**src/inc/serial_link_regs.vh**
```
// register offsets, field positions, reset values and counts for the
// serial link tuning block; definitions only, included by bare name.
`ifndef SERIAL_LINK_REGS_VH
`define SERIAL_LINK_REGS_VH
`define DEV_SER          1'b0
`define DEV_DES          1'b1
`define OFS_SETUP        8'h05
`define OFS_INT_STATE    8'h06
`define OFS_SPREAD       8'h07
`define OFS_FORCE_INT    8'h0e
`define FLD_INT_STATE    4
`define FLD_FORCE_INT    0
`define RST_DRV_SETUP    6'h30
`define RST_EQ_BOOST     4'h4
`define EQ_DFLT_HIGH     4'h4
`define EQ_DFLT_LOW      4'h9
`define EQ_MAX           4'hb
`define SER_SS_DFLT_HIGH 3'h1
`define SER_SS_DFLT_LOW  3'h0
`define DES_SS_DFLT_HIGH 2'h1
`define DES_SS_DFLT_LOW  2'h0
`define RELAY_DELAY      8'h04
`endif

```
**src/rtl/int_relay.v**
```verilog
// carries the remote interrupt level over the reverse control channel.
// assumes level_i and chan_up_i are already on sys_clk_i.
`timescale 1ns/10ps
`default_nettype none
module int_relay #(
  parameter [7:0] DELAY = 8'h04
) (
  // clock and reset
  input  wire       sys_clk_i,
  input  wire       reset_i,
  // level to carry and channel state
  input  wire       level_i,
  input  wire       chan_up_i,
  // delivered level and pending flag
  output reg        sent_o,
  output reg        pend_o
);

reg  [7:0] cnt;

////////////////////////////////////////////////////////////////////////
// a pending change waits for the channel, then spends DELAY+1 cycles in
// flight; an outage restarts the flight so nothing is half delivered
always @(posedge sys_clk_i or posedge reset_i)
begin
  if (reset_i)
  begin
    sent_o <= 1'b0;
    pend_o <= 1'b0;
    cnt    <= 8'h00;
  end
  else if (level_i == sent_o)
  begin
    pend_o <= 1'b0;
    cnt    <= 8'h00;
  end
  else if (!chan_up_i)
  begin
    pend_o <= 1'b1;
    cnt    <= 8'h00;
  end
  else if (cnt == DELAY)
  begin
    sent_o <= level_i;
    pend_o <= 1'b0;
    cnt    <= 8'h00;
  end
  else
  begin
    pend_o <= 1'b1;
    cnt    <= cnt + 8'h01;
  end
end

endmodule
`default_nettype wire

```
**src/rtl/serial_link_tuning_and_spread_ctrl.v**
```verilog
// register bank and side-band logic of the serializer/deserializer pair.
// assumes the control channel has already decoded host packets into
// single-cycle register reads and writes on sys_clk_i; pins are async.
`timescale 1ns/10ps
`default_nettype none
`include "serial_link_regs.vh"
module serial_link_tuning_and_spread_ctrl #(
  parameter [7:0] RELAY_DELAY = `RELAY_DELAY
) (
  // clock and reset
  input  wire       sys_clk_i,
  input  wire       reset_i,
  // decoded register access from the control channel
  input  wire       reg_wr_i,
  input  wire       reg_rd_i,
  input  wire       reg_dev_i,
  input  wire [7:0] reg_addr_i,
  input  wire [7:0] reg_wdata_i,
  output reg  [7:0] reg_rdata_o,
  output reg        reg_ack_o,
  // device pins, asynchronous
  input  wire       remote_int_i,
  input  wire       reverse_chan_up_i,
  input  wire       power_down_n_i,
  input  wire       equalizer_default_pin_i,
  input  wire       ser_spread_default_pin_i,
  input  wire       des_spread_default_pin_i,
  // interrupt out of the serializer
  output reg        int_o,
  output reg        int_pending_o,
  // analog and modulator controls
  output reg  [3:0] preemph_o,
  output reg  [1:0] drive_level_field_o,
  output reg  [3:0] eq_boost_o,
  output reg  [2:0] ser_spread_o,
  output reg        ser_link_spread_o,
  output reg  [1:0] des_spread_o,
  output reg        des_par_spread_o
);

////////////////////////////////////////////////////////////////////////
// decoding helpers

// preemphasis codes 0101..0111 are not settings; fall back to none
function [3:0] preemph_valid;
  input [3:0] code;
  begin
    if (code[3] || code[2:0] <= 3'h4)
      preemph_valid = code;
    else
      preemph_valid = 4'h0;
  end
endfunction

// true when a spread code selects any modulation
function spread_on;
  input [2:0] code;
  input       ser;
  begin
    if (ser)
      spread_on = (code[1:0] != 2'b00);
    else
      spread_on = code[0];
  end
endfunction

// one register of one device hit by the current write strobe; every
// write enable goes through this so the decodes cannot drift apart
function wr_hit;
  input       wr;
  input       dev_is;
  input       dev_want;
  input [7:0] addr_is;
  input [7:0] addr_want;
  begin
    wr_hit = wr && (dev_is == dev_want) && (addr_is == addr_want);
  end
endfunction

////////////////////////////////////////////////////////////////////////
// pin synchronisers, two flops each before any use; each pin has its
// own pair so that only the second flop is ever read
wire [5:0] pin_raw;
wire [5:0] pin_sync;
genvar     gi;

assign pin_raw = {remote_int_i, reverse_chan_up_i, power_down_n_i,
                  equalizer_default_pin_i, ser_spread_default_pin_i,
                  des_spread_default_pin_i};

generate
  for (gi = 0; gi < 6; gi = gi + 1)
  begin : g_sync
    reg  meta;
    reg  sync;
    always @(posedge sys_clk_i or posedge reset_i)
    begin
      if (reset_i)
      begin
        meta <= 1'b0;
        sync <= 1'b0;
      end
      else
      begin
        meta <= pin_raw[gi];
        sync <= meta;
      end
    end
    assign pin_sync[gi] = sync;
  end
endgenerate

wire rint_s  = pin_sync[5];
wire chan_s  = pin_sync[4];
wire pwdn_n_s = pin_sync[3];
wire eqdef_s = pin_sync[2];
wire ssdef_s = pin_sync[1];
wire dsdef_s = pin_sync[0];

////////////////////////////////////////////////////////////////////////
// default loading at power-up and on power-down resume; the boot
// shifter waits until the synchronised pins carry real levels
reg  [2:0] boot;
reg        pwdn_q;
reg        load_dflt;

always @(posedge sys_clk_i or posedge reset_i)
begin
  if (reset_i)
  begin
    boot      <= 3'b000;
    pwdn_q    <= 1'b0;
    load_dflt <= 1'b0;
  end
  else
  begin
    boot      <= {boot[1:0], 1'b1};
    pwdn_q    <= pwdn_n_s;
    load_dflt <= (boot == 3'b011) || (pwdn_n_s && !pwdn_q);
  end
end

////////////////////////////////////////////////////////////////////////
// register storage
reg  [5:0] drv_setup;
reg  [3:0] eq_boost;
reg  [2:0] ser_ss;
reg  [1:0] des_ss;
reg        force_int;

wire wr_drv_setup = wr_hit(reg_wr_i, reg_dev_i, `DEV_SER, reg_addr_i, `OFS_SETUP);
wire wr_force_int = wr_hit(reg_wr_i, reg_dev_i, `DEV_SER, reg_addr_i, `OFS_FORCE_INT);
wire wr_ser_ss    = wr_hit(reg_wr_i, reg_dev_i, `DEV_SER, reg_addr_i, `OFS_SPREAD);
wire wr_eq_boost  = wr_hit(reg_wr_i, reg_dev_i, `DEV_DES, reg_addr_i, `OFS_SETUP);
wire wr_des_ss    = wr_hit(reg_wr_i, reg_dev_i, `DEV_DES, reg_addr_i, `OFS_SPREAD);

// host writes; a default load at the same edge takes precedence since
// the pins describe the state the device just woke into
always @(posedge sys_clk_i or posedge reset_i)
begin
  if (reset_i)
  begin
    drv_setup <= `RST_DRV_SETUP;
    eq_boost  <= `RST_EQ_BOOST;
    ser_ss    <= `SER_SS_DFLT_LOW;
    des_ss    <= `DES_SS_DFLT_LOW;
    force_int <= 1'b0;
  end
  else
  begin
    if (wr_drv_setup)
      drv_setup <= reg_wdata_i[5:0];
    if (wr_force_int)
      force_int <= reg_wdata_i[`FLD_FORCE_INT];
    if (load_dflt)
    begin
      eq_boost <= eqdef_s ? `EQ_DFLT_HIGH : `EQ_DFLT_LOW;
      ser_ss   <= ssdef_s ? `SER_SS_DFLT_HIGH : `SER_SS_DFLT_LOW;
      des_ss   <= dsdef_s ? `DES_SS_DFLT_HIGH : `DES_SS_DFLT_LOW;
    end
    else
    begin
      if (wr_eq_boost)
        eq_boost <= reg_wdata_i[3:0];
      if (wr_ser_ss)
        ser_ss <= reg_wdata_i[2:0];
      if (wr_des_ss)
        des_ss <= reg_wdata_i[1:0];
    end
  end
end

////////////////////////////////////////////////////////////////////////
// interrupt carried over the reverse channel
wire int_sent;
wire int_pend;

int_relay #(
  .DELAY     (RELAY_DELAY)
) u_relay (
  .sys_clk_i (sys_clk_i),
  .reset_i   (reset_i),
  .level_i   (rint_s),
  .chan_up_i (chan_s),
  .sent_o    (int_sent),
  .pend_o    (int_pend)
);

// forced interrupt ors onto the carried level, independent of remote
always @(posedge sys_clk_i or posedge reset_i)
begin
  if (reset_i)
  begin
    int_o         <= 1'b0;
    int_pending_o <= 1'b0;
  end
  else
  begin
    int_o         <= int_sent | force_int;
    int_pending_o <= int_pend;
  end
end

////////////////////////////////////////////////////////////////////////
// read data, one cycle after the strobe; unmapped reads return zero
// the interrupt state bit shows the synchronised pin, not the relayed
// level, so the host sees the pin even while the channel is down
reg  [7:0] next_rdata;

always @*
begin
  next_rdata = 8'h00;
  if (reg_dev_i == `DEV_SER)
  begin
    case (reg_addr_i)
      `OFS_SETUP:     next_rdata = {2'b00, drv_setup};
      `OFS_SPREAD:    next_rdata = {5'h00, ser_ss};
      `OFS_FORCE_INT: next_rdata = {7'h00, force_int};
      default:        next_rdata = 8'h00;
    endcase
  end
  else
  begin
    case (reg_addr_i)
      `OFS_SETUP:     next_rdata = {4'h0, eq_boost};
      `OFS_INT_STATE: next_rdata[`FLD_INT_STATE] = rint_s;
      `OFS_SPREAD:    next_rdata = {6'h00, des_ss};
      default:        next_rdata = 8'h00;
    endcase
  end
end

always @(posedge sys_clk_i or posedge reset_i)
begin
  if (reset_i)
  begin
    reg_rdata_o <= 8'h00;
    reg_ack_o   <= 1'b0;
  end
  else
  begin
    reg_ack_o <= reg_wr_i | reg_rd_i;
    if (reg_rd_i)
      reg_rdata_o <= next_rdata;
  end
end

////////////////////////////////////////////////////////////////////////
// analog and modulator controls, registered decodes
always @(posedge sys_clk_i or posedge reset_i)
begin
  if (reset_i)
  begin
    preemph_o           <= 4'h0;
    drive_level_field_o <= 2'b11;
    eq_boost_o          <= `RST_EQ_BOOST;
    ser_spread_o        <= 3'h0;
    ser_link_spread_o   <= 1'b0;
    des_spread_o        <= 2'h0;
    des_par_spread_o    <= 1'b0;
  end
  else
  begin
    preemph_o <= preemph_valid(drv_setup[3:0]);
    // code 00 has no strength of its own; keep full drive
    if (drv_setup[5:4] == 2'b00)
      drive_level_field_o <= 2'b11;
    else
      drive_level_field_o <= drv_setup[5:4];
    // boost beyond the top level clamps rather than wrapping low
    if (eq_boost > `EQ_MAX)
      eq_boost_o <= `EQ_MAX;
    else
      eq_boost_o <= eq_boost;
    ser_spread_o      <= ser_ss;
    ser_link_spread_o <= spread_on(ser_ss, 1'b1);
    des_spread_o      <= des_ss;
    des_par_spread_o  <= spread_on({1'b0, des_ss}, 1'b0);
  end
end

endmodule
`default_nettype wire

```
**config.mk**
```make
export PLATFORM = sky130hd
export DESIGN_NAME = serial_link_tuning_and_spread_ctrl
export DESIGN_NICKNAME = d
export VERILOG_FILES = /design/src/rtl/int_relay.v /design/src/rtl/serial_link_tuning_and_spread_ctrl.v
export VERILOG_INCLUDE_DIRS = /design/src /design/src/inc
export SDC_FILE = /design/constraint.sdc
export NUM_CORES = 1
export LEC_CHECK = 0
export ABC_AREA = 1
export BUFFER_PORTS_ARGS = -buffer_cell sky130_fd_sc_hd__buf_2
export CAP_MARGIN = 40
export CORE_ASPECT_RATIO = 0.75
export CORE_MARGIN = 3
export CORE_UTILIZATION = 58
export DETAILED_ROUTE_END_ITERATION = 7
export PLACE_DENSITY = 0.83
export SLEW_MARGIN = 0
export SYNTH_ARGS = -nofsm -noshare
export SYNTH_HDL_FRONTEND = slang
export SYNTH_SLANG_ARGS = --single-unit
```
**constraint.sdc**
```tcl
create_clock -name sys_clk_i -period 3.4 [get_ports sys_clk_i]
set_input_delay 0.17 -clock sys_clk_i [delete_from_list [all_inputs] [get_ports sys_clk_i]]
set_output_delay 0.17 -clock sys_clk_i [all_outputs]
set_load 0.01 [all_outputs]
```
* After elaboration in Yosys (flattened, before gate mapping)
Index checks and enable logic that the tools add are counted. W data, S select, Z words.
Word-level totals: word-level logic and storage cells 87, register bits after elaboration 71
Operators by class: bitwise logic cells 4, equality and inequality tests 7, mux-type cells 22, reduce and logical (&&, ||, !) cells 17, add/sub/neg operators 1, $lt $le $gt $ge 2
Operator list (number):
- $eq A8 B3 Y1 const B | 4
- $mux W8 | 4
- $mux W4 | 5
- $pmux W6 S3 | 1
- $add A8 B1 Y8 const B | 1
- $eq A8 B4 Y1 const B | 1
- $logic_and A1 B1 Y1 | 8
- $pmux W4 S2 | 1
- $reduce_bool A2 Y1 | 4
- $mux W1 | 6
- $mux W2 | 3
- $mux W3 | 2
- $gt A4 B4 Y1 const B | 1
- $eq A3 B2 Y1 const B | 1
- $le A3 B3 Y1 const B | 1
- $reduce_and A3 Y1 | 1
- $logic_not A2 Y1 | 1
- $logic_or A1 B1 Y1 | 2
- $not A1 Y1 | 2
- $or A1 B1 Y1 | 2
- $eq A1 B1 Y1 | 1
- $logic_not A1 Y1 | 1

* Longest topological paths before layout
word-level depth 5, mapped depth 10

* By module
A second synthesis with hierarchy kept.
Second synthesis, totals: cells, all modules 288, area, all modules 2790.2 µm²
Modules (own cells, without submodules):
- serial_link_tuning_and_spread_ctrl | cells an instance 216, times used 1, area an instance 2225.9 µm²
- int_relay | cells an instance 72, times used 1, area an instance 564.3 µm²

* Least setup slack after synthesis
OpenSTA, ideal clock, no wires.
path kind reg-to-reg, from register u_relay.cnt[0], to register u_relay.cnt[2], stages on the path, launching flop included 6, path slack 2.228 ns, path buffers 0, data arrival time 1.082 ns, cells stage by stage dfrtp_1 inv_1 ha_1 nand4_1 nand3_1 nor3b_1
Between the ends: longest elaborated chain between the ends 4, elaborated cells on any way between the ends 5
RTL lines:
- start, declared | line int_relay.v:19 | reg [7:0] cnt;
- start signal, assigned | line int_relay.v:51 | cnt <= cnt + 8'h01;
- $add A8 B1 Y8 or $eq A8 B3 Y1 (tied branches) | line int_relay.v:51, int_relay.v:42
- $mux W8 * | line int_relay.v:42 | else if (cnt == DELAY)
- $mux W8 * | line int_relay.v:37 | else if (!chan_up_i)
- $mux W8 * | line int_relay.v:32 | else if (level_i == sent_o)
Mark *: on every way between the ends. The rest lies on a longest branch, timed or not. A chain may end at the register's enable or synchronous reset.

* Worst setup path after layout
Same ends and word-level chain as after synthesis.

==> key figures <==
Detailed routing
  – 1st-pass router iterations: 4
  – DRT iter0 DRCs: 231
  – DRC Markers: 0
  – Via density: 5.129
  – WL/cell: 13.60 µm
  – Vias: 1,990
  – ANT nets after route: 0
  – WL final: 5277 µm

Worst setup path
  – Slowest-stage cell, CP: dfrtp_1
  – Worst endpoint data arrival time: 1.67 ns
  – R2r endpoint: u_relay.cnt[2]$_DFF_PP0_
  – Crit path required time: 3.65 ns
  – Reg2reg setup slack: 1.98 ns
  – Setup crit start kind: flop
  – Critical path type: flop to flop
  – Crit path max fanout: 8
  – Length in cells of the worst reg-to-reg path: 5
  – Worst reg2reg startpoint: u_relay.cnt[0]$_DFF_PP0_
  – CP Capture Type: flop
  – CP peak stage delay: 0.40 ns
  – Crit-path cells: inv_1 > ha_1 > nand4_1 > nand3_1 > nor3b_1

Hold path
  – Hold Crit Class: input pin to flop
  – Hold path cells: 3
  – Hold wc startpoint: reg_wdata_i[5]
  – WHS Endpoint: drv_setup[5]$_DFFE_PP1P_

Clock network
  – Buffer count from post-CTS setup fixing: 0
  – H-tree levels: 3
  – CTS Buf Count: 9
  – CTS Sinks: 68
  – Post-CTS sizing: 0
  – Clock latency on the worst-skew pair: 0.35 ns
  – Register clock-pin slew on the reported worst setup and hold paths: 0.07 ns
  – TritonCTS clock tree: built
  – Cell at the root of the clock tree: clkbuf_8
  – Max Root-Sink Buffers: 2

Synth
  – Synthesized flop and latch total: 68
  – Syn Area/Cell: 10.25 µm²
  – Post-Syn Area: 2728 µm²
  – Post-Syn Instances: 266
  – Synth warn: 0
  – Synth cell types: 30
  – Register area share after synthesis: 0.6266

Final layout
  – Layout overhead on the synthesized area: 19.31%
  – Design area: 3254 µm²
  – N_diodes: 0
  – Final nets: 357
  – Fraction of layout instances using a drive strength above 1: 0.2673

Pwr
  – Power share of the sequential group: 0.539
  – Gate power share: 0.104
  – Internal power: 1266 µW
  – Pwr/cell area: 516.1 nW/µm²
  – Maximum VDD drop: 372.8 µV
  – Clock share of power: 0.356
  – Switch Pwr: 413.8 µW
  – Sw Share: 0.2464
  – Pleak: 0.001617 µW

Global route
  – Tot GR Track Use: 0.2178
  – Vias in the first global route: 2,022
  – Initial antenna violation count: 0
  – First-pass GRT wire length: 8976 µm
  – Grt ovf: 0
  – Largest net degree at the start of global routing: 36

STA
  – Setup violations, final: 0
  – Unrepaired setup endpoints after global routing: no
  – Peak Freq: 706.6 MHz
  – Setup TNS Final: 0 ns
  – Hold Fails Final Rpt: 0
  – PnR worst setup slack: 1.985 ns
  – Crit path time final: 1.415 ns
  – Max Slew Vio Count: 0
  – Final Cycle Share: 0.4163
  – Final Skew: 0.005418 ns

Placed design
  – Gpl congestion: 0.8251
  – Placed inst area: 3003 µm²
  – IO Port Bufs: 50
  – Place WS: 2.017 ns
  – DP HPWL: 3768 µm

Floorplanning
  – Die width: 85.19 µm
  – Area of the core: 4279 µm²
  – Die area: 5570 µm²
  – Starting Density: 0.6374
  – Floorplan row count: 20
  – Io pins: 55
  – Die Ht: 65.39 µm

Job
  – Max-cap violations: 0

Status
  – Status: finished, final reports clean
==> critical path, delay by kind of cell (launching register included) <==
family,cells,cell delay (ns)
adders and majority gates,1,0.20
buffers and inverters,1,0.06
DFF,1,0.40
and+or+nand+nor,3,0.66
==> synth_stat cells <==
master / n / area (µm²)
o21ai_1: 1 / 5.000
nand4_1: 3 / 18.77
inv_1: 37 / 138.9
nor3b_2: 1 / 12.51
nor2_4: 3 / 33.78
nor2_1: 19 / 71.32
nor3b_1: 4 / 30.03
nor2_2: 1 / 6.260
nor2_8: 1 / 20.02
o21ai_4: 2 / 32.53
nor3_1: 2 / 10.01
conb_1: 2 / 7.510
a21oi_1: 9 / 45.04
dfrtp_1: 62 / 1551
ha_1: 2 / 25.02
o21ai_0: 26 / 130.1
buf_4: 3 / 22.52
nand2_4: 1 / 11.26
clkbuf_1: 2 / 7.510
or2_2: 3 / 18.77
xor2_1: 2 / 17.52
o22ai_1: 1 / 6.260
nand3_1: 13 / 65.06
o41ai_1: 1 / 8.760
buf_6: 4 / 45.04
dfstp_2: 6 / 157.7
nand2_1: 48 / 180.2
o21ai_2: 1 / 8.760
nand2_2: 4 / 25.02
o211ai_1: 2 / 15.01
==> kinds of logic (layout without fill, tap and decap cells) <==
group	Yosys count	count (layout)	synth area share
simple gates	103	103	0.1844
flops	68	68	0.6266
buf+inv	46	112	0.07844
compound gates	43	43	0.09220
fa+ha+maj	2	2	0.009173
other cells	2	3	0.002753
xor+xnor	2	2	0.006423
==> placed cells by master (no fill, tap or decap), drive strengths merged <==
| cell | synthesis | final |
|---|---|---|
| nor2 | 24 | 24 |
| dfrtp | 62 | 62 |
| xor2 | 2 | 2 |
| clkinv | 0 | 1 |
| nand4 | 3 | 3 |
| nand3 | 13 | 13 |
| o22ai | 1 | 1 |
| buf | 7 | 52 |
| inv | 37 | 37 |
| o21ai | 30 | 30 |
| nand2 | 53 | 53 |
| o41ai | 1 | 1 |
| nor3 | 2 | 2 |
| or2 | 3 | 3 |
| clkbuf | 2 | 15 |
| dfstp | 6 | 6 |
| nor3b | 5 | 5 |
| ha | 2 | 2 |
| conb | 2 | 3 |
| a21oi | 9 | 9 |
| dlygate4sd3 | 0 | 7 |
| o211ai | 2 | 2 |
==> worst max path at each step <==
stage	depth (start not counted)	end	startpoint	slack (ns)
after global routing	5	u_relay.cnt[3]$_DFF_PP0_	u_relay.cnt[0]$_DFF_PP0_	1.85
after CTS	5	u_relay.cnt[2]$_DFF_PP0_	u_relay.cnt[0]$_DFF_PP0_	2.00
after detailed placement	5	u_relay.cnt[2]$_DFF_PP0_	u_relay.cnt[0]$_DFF_PP0_	2.02
after floorplan	1	boot[0]$_DFF_PP0_	reset_i	1.53
after global placement	5	u_relay.cnt[3]$_DFF_PP0_	u_relay.cnt[0]$_DFF_PP0_	2.06
final	5	u_relay.cnt[2]$_DFF_PP0_	u_relay.cnt[0]$_DFF_PP0_	1.98
==> final cells by class <==
type | instances | area [µm²]
Clock buffer | 15 | 176.4
Clock inverter | 1 | 5.005
Fill cell | 287 | 1025
Inverter | 37 | 138.9
Multi-Input combinational cell | 153 | 808.3
Sequential cell | 68 | 1709
Tap cell | 55 | 68.82
Timing Repair Buffer | 59 | 347.8
==> stage by stage <==
stage,util,power (µW),std cells,hold WS (ns)
after floorplan,-,1018,267,0.2014
after global placement,0.6971,1077,364,0.2780
after detailed placement,0.7018,1089,365,0.1131
after CTS,0.7605,1690,388,0.03647
after global routing,0.7605,1761,388,0.04211
final,0.7605,1679,388,0.03555
==> layer usage <==
metal,routed length [µm],part of all wire,vias to the layer above,global-route usage
li1,-,-,955,-
met1,2371,0.45,947,0.2756
met2,2387,0.45,80,0.3324
met3,462,0.088,8,0.1040
met4,56,0.011,0,0.07115
met5,0,0,-,0
==> power groups by stage <==
stage / logic (µW) / registers (µW) / clock network (µW)
final: 175 / 906 / 599
after global routing: 196 / 913 / 652
after CTS: 177 / 906 / 607
after detailed placement: 169 / 920 / 0
after global placement: 161 / 917 / 0
after floorplan: 89.0 / 929 / 0
==> state kept, by name, indices dropped and copies added (netlist names), 2 cells and up <==
register / flops
g_sync.sync: 3
reg_rdata_o: 6
eq_boost_o: 4
des_spread_o: 2
boot: 3
eq_boost: 4
drv_setup: 6
drive_level_field_o: 2
ser_spread_o: 3
g_sync.meta: 6
u_relay.cnt: 8
ser_ss: 3
des_ss: 2
preemph_o: 4
==> timing repair <==
item | CTS | global route
hold endpoints to repair | 15 | 0
hold buffers | 7 | 0
setup endpoints to repair | 0 | 0
(Power assumes the default switching activity.)
